<file path="src/design/css_pkg.sv">
package css_pkg;
   // serial register map
   localparam logic [7:0] CSS_SYNC_CTRL_OFFSET     = 8'h0e;
   localparam int         CSS_SEP_SELECT_BIT       = 0;
   localparam logic [7:0] CSS_THRESHOLD_OFFSET     = 8'h11;
   localparam logic [7:0] CSS_THRESHOLD_RESET      = 8'h20;
   localparam logic       CSS_SEP_SELECT_RESET     = 1'b1;
   // timing: system clock and counting step
   localparam int         CSS_MCLK_HZ              = 100_000_000;
   localparam int         CSS_TICK_HZ              = 5_000_000;
   localparam int         CSS_TICK_CYCLES          = CSS_MCLK_HZ / CSS_TICK_HZ;
   localparam int         CSS_COUNT_WIDTH          = 8;

   // serial register write port
   typedef struct packed {
      logic       wr;
      logic [7:0] addr;
      logic [7:0] data;
   } css_reg_wr_s;

   // separator result
   typedef struct packed {
      logic       frame_sync;
      logic       searching;
      logic [7:0] count;
   } css_status_s;
endpackage

</file>
<file path="src/design/css_tick_gen.sv">
`timescale 1ns/10ps
// divides mclk down to a one-cycle count tick
module css_tick_gen
   import css_pkg::*;
#(
   parameter int DIV = CSS_TICK_CYCLES
) (
   // clock, reset and enable
   input  wire logic mclk,
   input  wire logic rstn,
   input  wire logic ce,
   // tick out
   output logic      tick
);
   localparam int CW = $clog2(DIV);
   logic [CW-1:0] cnt_reg;
   logic [CW-1:0] cnt_next;

   // next divider value
   always_comb begin
      if (cnt_reg == CW'(DIV - 1)) begin
         cnt_next = '0;
      end else begin
         cnt_next = cnt_reg + CW'(1);
      end
   end

   // divider register
   always_ff @(posedge mclk or negedge rstn) begin
      if (!rstn) begin
         cnt_reg <= '0;
      end else if (ce) begin
         cnt_reg <= cnt_next;
      end
   end

   assign tick = ce && (cnt_reg == CW'(DIV - 1));
endmodule

</file>
<file path="src/design/css_sync_separator.sv">
`timescale 1ns/10ps
module css_sync_separator
   import css_pkg::*;
#(
   parameter int TICK_DIV = CSS_TICK_CYCLES
) (
   // clock, reset, enable
   input  wire logic        mclk,
   input  wire logic        rstn,
   input  wire logic        ce,
   // sync inputs from pins
   input  wire logic        csync_in,
   input  wire logic        ext_frame_sync_in,
   // serial register port
   input  wire css_reg_wr_s reg_wr,
   input  wire logic [7:0]  reg_rd_addr,
   output logic [7:0]       reg_rd_data,
   // outputs
   output logic             frame_sync_out,
   output css_status_s      status
);
   typedef enum logic {CSS_SEARCH, CSS_ACTIVE} css_state_e;

   logic [1:0] csync_sync_reg;
   logic [1:0] ext_sync_reg;
   logic       tick;
   css_state_e state_reg;
   css_state_e state_next;
   logic [7:0] count_reg;
   logic [7:0] count_next;
   logic [7:0] threshold_reg;
   logic [7:0] threshold_next;
   logic       select_reg;
   logic       select_next;
   logic       out_reg;
   logic       out_next;
   logic       sync_act;
   logic       ext_act;

   // two-stage synchronisers for pin inputs
   always_ff @(posedge mclk or negedge rstn) begin
      if (!rstn) begin
         csync_sync_reg <= 2'h0;
         ext_sync_reg   <= 2'h0;
      end else if (ce) begin
         csync_sync_reg <= {csync_sync_reg[0], csync_in};
         ext_sync_reg   <= {ext_sync_reg[0], ext_frame_sync_in};
      end
   end
   assign sync_act = csync_sync_reg[1];
   assign ext_act  = ext_sync_reg[1];

   css_tick_gen #(
      .DIV (TICK_DIV)
   ) css_tick_gen_inst (
      .mclk (mclk),
      .rstn (rstn),
      .ce   (ce),
      .tick (tick)
   );

   // register writes
   always_comb begin
      threshold_next = threshold_reg;
      select_next    = select_reg;
      if (reg_wr.wr && reg_wr.addr == CSS_THRESHOLD_OFFSET) begin
         threshold_next = reg_wr.data;
      end
      if (reg_wr.wr && reg_wr.addr == CSS_SYNC_CTRL_OFFSET) begin
         select_next = reg_wr.data[CSS_SEP_SELECT_BIT];
      end
   end

   always_ff @(posedge mclk or negedge rstn) begin
      if (!rstn) begin
         threshold_reg <= CSS_THRESHOLD_RESET;
         select_reg    <= CSS_SEP_SELECT_RESET;
      end else if (ce) begin
         threshold_reg <= threshold_next;
         select_reg    <= select_next;
      end
   end

   // register readback
   always_comb begin
      reg_rd_data = 8'h00;
      if (reg_rd_addr == CSS_THRESHOLD_OFFSET) begin
         reg_rd_data = threshold_reg;
      end else if (reg_rd_addr == CSS_SYNC_CTRL_OFFSET) begin
         reg_rd_data[CSS_SEP_SELECT_BIT] = select_reg;
      end
   end

   // separator state machine and counter
   always_comb begin
      state_next = state_reg;
      count_next = count_reg;
      if (tick) begin
         case (state_reg)
            CSS_SEARCH: begin
               if (count_reg > threshold_reg) begin
                  state_next = CSS_ACTIVE;
                  count_next = 8'h00;
               end else if (sync_act) begin
                  if (count_reg != 8'hff) begin
                     count_next = count_reg + 8'h01;
                  end
               end else if (count_reg != 8'h00) begin
                  count_next = count_reg - 8'h01;
               end
            end
            CSS_ACTIVE: begin
               if (count_reg >= threshold_reg) begin
                  state_next = CSS_SEARCH;
                  count_next = 8'h00;
               end else if (!sync_act) begin
                  count_next = count_reg + 8'h01;
               end
            end
            default: begin
               state_next = CSS_SEARCH;
               count_next = 8'h00;
            end
         endcase
      end
   end

   always_ff @(posedge mclk or negedge rstn) begin
      if (!rstn) begin
         state_reg <= CSS_SEARCH;
         count_reg <= 8'h00;
      end else if (ce) begin
         state_reg <= state_next;
         count_reg <= count_next;
      end
   end

   always_comb begin
      out_next = select_reg ? (state_reg == CSS_ACTIVE) : ext_act;
   end

   always_ff @(posedge mclk or negedge rstn) begin
      if (!rstn) begin
         out_reg <= 1'b0;
      end else if (ce) begin
         out_reg <= out_next;
      end
   end

   assign frame_sync_out    = out_reg;
   assign status.frame_sync = (state_reg == CSS_ACTIVE);
   assign status.searching  = (state_reg == CSS_SEARCH);
   assign status.count      = count_reg;

   // assertions
   // never wraps
   a_count_no_wrap: assert property (@(posedge mclk) disable iff (!rstn)
      ce && tick && state_reg == CSS_SEARCH && sync_act && count_reg == 8'hff && count_reg <= threshold_reg
      |=> count_reg == 8'hff) else $error("counter wrapped at top");
   a_ce_freeze: assert property (@(posedge mclk) disable iff (!rstn)
      !ce |=> $stable(count_reg) && $stable(state_reg) && $stable(threshold_reg))
      else $error("state moved while enable low");
   a_search_up: assert property (@(posedge mclk) disable iff (!rstn)
      ce && tick && state_reg == CSS_SEARCH && sync_act && count_reg <= threshold_reg && count_reg != 8'hff
      |=> count_reg == $past(count_reg) + 8'h01) else $error("search did not count up");
   a_search_down: assert property (@(posedge mclk) disable iff (!rstn)
      ce && tick && state_reg == CSS_SEARCH && !sync_act && count_reg <= threshold_reg
      |=> count_reg == ((($past(count_reg)) == 8'h00) ? 8'h00 : $past(count_reg) - 8'h01))
      else $error("search did not count down");
   a_detect_enter: assert property (@(posedge mclk) disable iff (!rstn)
      ce && tick && state_reg == CSS_SEARCH && count_reg > threshold_reg
      |=> state_reg == CSS_ACTIVE && count_reg == 8'h00) else $error("detect missed");
   a_no_early_end: assert property (@(posedge mclk) disable iff (!rstn)
      state_reg == CSS_ACTIVE && count_reg < threshold_reg |=> state_reg == CSS_ACTIVE)
      else $error("frame sync ended early");
   a_end_clear: assert property (@(posedge mclk) disable iff (!rstn)
      ce && tick && state_reg == CSS_ACTIVE && count_reg >= threshold_reg
      |=> state_reg == CSS_SEARCH && count_reg == 8'h00) else $error("end did not clear");
   a_active_hold: assert property (@(posedge mclk) disable iff (!rstn)
      ce && tick && state_reg == CSS_ACTIVE && sync_act && count_reg < threshold_reg
      |=> $stable(count_reg)) else $error("active count moved during sync");
   a_out_select: assert property (@(posedge mclk) disable iff (!rstn)
      ce && !select_reg |=> frame_sync_out == $past(ext_act)) else $error("external path wrong");
   a_tick_gap: assert property (@(posedge mclk) disable iff (!rstn)
      tick && ce ##1 ce[*2] |-> !$past(tick)) else $error("ticks too close");

   c_detect: cover property (@(posedge mclk) disable iff (!rstn)
      state_reg == CSS_SEARCH ##1 state_reg == CSS_ACTIVE);
   c_end: cover property (@(posedge mclk) disable iff (!rstn)
      state_reg == CSS_ACTIVE ##1 state_reg == CSS_SEARCH);
   c_ext: cover property (@(posedge mclk) disable iff (!rstn) !select_reg && frame_sync_out);
   // long sync pins the counter at its top
   c_saturate: cover property (@(posedge mclk) disable iff (!rstn)
      state_reg == CSS_SEARCH && count_reg == 8'hff && sync_act);
endmodule

</file>
<file path="config.mk">
export PLATFORM = sky130hd
export DESIGN_NAME = css_sync_separator
export DESIGN_NICKNAME = d
export VERILOG_FILES = /design/src/design/css_pkg.sv /design/src/design/css_tick_gen.sv /design/src/design/css_sync_separator.sv
export SDC_FILE = /design/constraint.sdc
export NUM_CORES = 1
export LEC_CHECK = 0
export BUFFER_PORTS_ARGS = -buffer_cell sky130_fd_sc_hd__buf_2
export CAP_MARGIN = 20
export CORE_MARGIN = 2
export CORE_UTILIZATION = 55
export CTS_CLUSTER_DIAMETER = 80
export CTS_CLUSTER_SIZE = 40
export DETAILED_ROUTE_END_ITERATION = 8
export PLACE_DENSITY = 0.93
export SYNTH_ARGS = -nofsm -noshare
export SYNTH_HDL_FRONTEND = slang
export SYNTH_SLANG_ARGS = --single-unit
export TNS_END_PERCENT = 30
</file>
<file path="constraint.sdc">
create_clock -name mclk -period 4.8 [get_ports mclk]
set_clock_uncertainty 0.2 [all_clocks]
set_input_delay 1.44 -clock mclk [delete_from_list [all_inputs] [get_ports mclk]]
set_output_delay 1.44 -clock mclk [all_outputs]
set_load 0.005 [all_outputs]
</file>
* Word-level counts from Yosys, hierarchy flattened *
Index checks and enable logic that the tools add are counted.

storage, ports and cells
  input bits = 30
  flip-flop bits (word level) = 28

cells by class
  add/sub/neg operators = 3
  bitwise operators = 1
  eq/ne operators = 9
  muxes and demuxes = 15
  magnitude comparators = 2
  reduce and logical (&&, ||, !) cells = 8

operator list
  cell                                                    number
  2-to-1 mux 8 bit                                        6
  equality test 8 x 4 -> 1 bit (second input constant)    2
  equality test 8 x 5 -> 1 bit (second input constant)    2
  case mux 8 bit (2 select lines)                         1
  adder 8 x 1 -> 8 bit (second input constant)            1
  greater-or-equal comparator 8 bit                       1
  > comparator 8 bit                                      1
  inequality test 8 bit (second input constant)           1
  nonzero test 8 bit                                      1
  subtractor 8 x 1 -> 8 bit (second input constant)       1
  2-to-1 mux 7 bit                                        1
  AND reduction 2 bit                                     3
  adder 5 x 1 -> 5 bit (second input constant)            1
  equality test 5 bit (second input constant)             1
  2-to-1 mux 1 bit                                        5
  2-to-1 mux 5 bit                                        1
  AND reduction 5 bit                                     1
  inequality test 4 x 1 -> 1 bit (second input constant)  1
  inequality test 4 x 2 -> 1 bit (second input constant)  1
  logical AND 1 bit                                       3
  inequality test 3 x 2 -> 1 bit (second input constant)  1
  case mux 1 bit (2 select lines)                         1
  NOT 1 bit                                               1

* Depth between registers and ports, before layout *
  word-level depth = 5
  mapped depth = 10

* Cells and area by module *
Synthesis repeated with hierarchy kept, for this count alone.

unflattened totals
  cells, all modules = 211
  area, all modules = 2008.2 µm²

by module, submodules not included
  module              area each (µm²)  instances  cells each
  css_sync_separator  1754.2           1          188
  css_tick_gen        254.0            1          23

* Least setup slack after synthesis *
No wires, ideal clock.

  path kind = in2out
  from = input port reg_rd_addr[1]
  to = output port reg_rd_data[1]
  path buffers = 0
  data arrival time = 2.465 ns
  data required time = 3.160 ns
  stages on the path = 4
  slack = 0.695 ns
  cells stage by stage = nor4b_1 > nand2_1 > nor4_1 > and2_1

on the way
  longest elaborated chain between the ends = 2

RTL lines
  item                          line                      source
  start, declared               css_sync_separator.sv:16  input wire logic [7:0] reg_rd_addr,
  equality test 8 x 5 -> 1 bit  css_sync_separator.sv:87  if (reg_rd_addr == CSS_THRESHOLD_OFFSET) begin
  2-to-1 mux 7 bit              css_sync_separator.sv:87
  end, declared                 css_sync_separator.sv:17  output logic [7:0] reg_rd_data,

Every way passes these cells.

* Worst setup path in the final report *
Same ends and word-level chain as after synthesis.

==> impl_metrics.json <==
{
  "h-tree-depth": 1,
  "ant_nets": 0,
  "via_count_of_the_first_global_routing_pass": 1600,
  "final_min_period_over_clock_period": 0.892,
  "layout_min_cycle_time_ns": 4.28,
  "drt-initial-drc-count": 136,
  "post_cts_hold_buffer_count": 0,
  "track_usage": 0.215,
  "finalHoldWorstSlack_ns": 0.301,
  "remaining_drc_errors": 0,
  "post-dp-hpwl_mm": 3.02,
  "finalWeightedCongestion": 0.837,
  "cell_chosen_for_the_clock_root": "clkbuf_4",
  "grt_antenna_before_repair": 0,
  "synth-seq-area-share": 0.372,
  "avgViaCountPerCell": 5.71,
  "cp_data_required_time_ns": 3.16,
  "yosysWarningCount": 0,
  "holdPathEnd": "csync_sync_reg[1]$_DFFE_PN0P_",
  "die_width_um": 62.6,
  "setup-tns-final_ns": 0,
  "timing.hold.worst.start": "csync_sync_reg[0]$_DFFE_PN0P_",
  "path_clk_slew_ns": 0.15,
  "grt_setup_unrepaired": "no",
  "cp_slowest_stage_delay_ns": 0.38,
  "timing.critical_path.to_type": "output port",
  "clk_path_buf_depth": 2,
  "syn-cell-area_um2": 1890,
  "layout_cell_share_with_drive_strength_beyond_1": 0.339,
  "synthesized_flop_and_latch_total": 28,
  "critical_path_buf_inv_count": 3,
  "finalNetCount": 285,
  "rr_startpoint": "count_reg[0]$_DFFE_PN0P_",
  "synthFlopType": "dfrtp_1",
  "syn_inst": 195,
  "path_max_fanout": 7,
  "synth_area_leader_cell": "dfrtp_1",
  "floorplan.die.height_um": 62.6,
  "critical-path-slowest-cell": "nor4b_1",
  "clk-insertion-delay-late_ns": 0.33,
  "r2r_slack_ns": 1.95,
  "drt_pass1_iterations": 4,
  "peakVddDrop_mv": 0.189,
  "port-buffer-count": 48,
  "design_area_um2": 2210,
  "worst-slew-pin-transition_ns": 0.721,
  "die_outline_area_um2": 3920,
  "numCtsBuffers": 3,
  "whs_path_depth": 2,
  "power_density_nw_per_um2": 464,
  "final-setup-viol-count": 0,
  "timing.hold.worst.class": "reg -> reg",
  "vias": 1644,
  "wire_length_of_the_first_global_routing_pass_mm": 6.82,
  "grt_start_max_net_pins": 29,
  "postSynth.asyncResetShare": 1.00,
  "crit_family": "simple AND/OR/NAND/NOR gates",
  "synthTopCellsByArea": "dfrtp_1 34%, ha_1 7.9%, mux2_2 7.7%",
  "final_hold_viol_count": 0,
  "synthesis.area_per_instance_um2": 9.70,
  "std_cell_rows": 21,
  "total_leakage_power_nw": 1.02,
  "max_cap_violations": 0,
  "cts_tree": "done",
  "cts.sink_count": 28,
  "start_util": 0.571,
  "floorplan.core_area_um2": 3310,
  "mappedNetlistNets": 237,
  "post_cts_resized": 0,
  "io-pin-count": 49,
  "post_drt_wl_per_cell_um": 13.6,
  "synthDominantCellAreaShare": 0.344,
  "grt_overflow": 0,
  "cp_cell_instances": "buf_2 > nor4b_1 > nand2_1 > nor4_1 > buf_4 > and2_1 > buf_2",
  "synth_edf_count": 0,
  "worst_slew_margin_rel": 0.518,
  "worstSetupPathType": "in -> out",
  "routed_wirelength_mm": 3.91,
  "reg2reg_depth": 8,
  "fin_total_pwr_mw": 1.03,
  "library_cell_appearing_most_often_on_the_critical_path": "buf_2",
  "antenna_cells": 0,
  "cts_setup_buffers": 0,
  "post_synth_num_cell_types": 49,
  "timing.final.max_slew_violations": 0,
  "worstPathArrival_ns": 2.64,
  "syn2layout_area_growth_pct": 16.7,
  "postPlaceCellArea_um2": 2150,
  "critical_path.startpoint_type": "input pin",
  "rr_endpoint": "count_reg[6]$_DFFE_PN0P_",
  "status": "completed",
  "fmaxAchievable_mhz": 233
}
[kinds of logic after synthesis]
kind of cell / Yosys count / synth area share
buffers and inverters: 21 / 0.0516
muxes: 16 / 0.0933
xor gates and xnor gates: 6 / 0.0278
DFF: 28 / 0.372
and+or+nand+nor: 70 / 0.219
adders and majority gates: 12 / 0.0794
AOI/OAI and AO/OA: 42 / 0.157
[tightest hold or removal path, delay by kind of cell (launching register included)]
| kind | cells | cell delay (ns) |
|---|---|---|
| DFF | 1 | 0.37 |
| AOI/OAI and AO/OA | 1 | 0.06 |
| and+or+nand+nor | 1 | 0.05 |
[worst max path at each step]
stage / from / endpoint / slack (ns) / depth (start not counted)
detailed placement: reg_rd_addr[1] / reg_rd_data[6] / 0.51 / 7
floorplan: reg_rd_addr[1] / reg_rd_data[1] / 0.69 / 4
finish: reg_rd_addr[1] / reg_rd_data[1] / 0.52 / 7
CTS: reg_rd_addr[1] / reg_rd_data[7] / 0.50 / 7
global route: reg_rd_addr[1] / reg_rd_data[1] / 0.37 / 7
global placement: reg_rd_addr[1] / reg_rd_data[4] / 0.53 / 7
[metal layers]
| layer | vias up | global-route usage | wire length, µm |
|---|---|---|---|
| met5 | - | 0 | 0 |
| met4 | 0 | 0.0861 | 51 |
| met3 | 5 | 0.0270 | 172 |
| met2 | 42 | 0.382 | 2020 |
| met1 | 799 | 0.263 | 1670 |
| li1 | 798 | - | - |
[cell usage after synthesis, drive strengths merged, types with 3 or more instances]
cell / instances
mux2i: 3
mux2: 13
nand4: 5
inv: 15
a21oi: 13
buf: 3
a31oi: 3
and2: 8
clkbuf: 3
nor2: 9
nor4b: 4
dfrtp: 26
nand2: 11
or2: 7
o22ai: 6
xor2: 3
o21ai: 9
nor2b: 3
ha: 12
xnor2: 3
nor3: 4
nand3: 6
[power by group]
group | internal [mW] | switching (mW)
clock network | 0.0845 | 0.0711
registers | 0.297 | 0.116
logic | 0.221 | 0.235
total | 0.603 | 0.422
[cells in the final DEF, fill, tap and decap left out, types with 2 or more instances in the layout]
cell	count
a21oi_1	13
a31oi_1	3
and2_1	8
buf_2	48
clkbuf_4	3
dfrtp_1	26
dfstp_2	2
ha_1	12
inv_1	15
mux2_2	13
mux2i_1	3
nand2_1	11
nand3_1	6
nand4_1	5
nand4b_1	2
nor2_1	9
nor2b_1	3
nor3_1	4
nor3b_1	2
nor4_1	2
nor4b_1	3
o21ai_0	7
o21ai_1	2
o22ai_1	2
o22ai_2	4
or2_2	6
xnor2_1	3
xor2_1	3
[final cells by class]
type | count | area, µm²
inverters | 15 | 56.3
fillers | 285 | 1100
repair buffers | 49 | 248
flip-flops and latches | 28 | 703
clock buffers | 3 | 22.5
multi-input cells | 146 | 1090
clock inverters | 1 | 30.0
well taps | 46 | 57.6
[per-stage QoR]
step,instances,util,setup slack (ns)
after global placement,284,0.651,0.529
after floorplan,195,-,0.695
after detailed placement,284,0.651,0.509
final,288,0.667,0.517
after global routing,288,0.667,0.370
after CTS,288,0.667,0.496
Power figures use the tool's default switching activity.
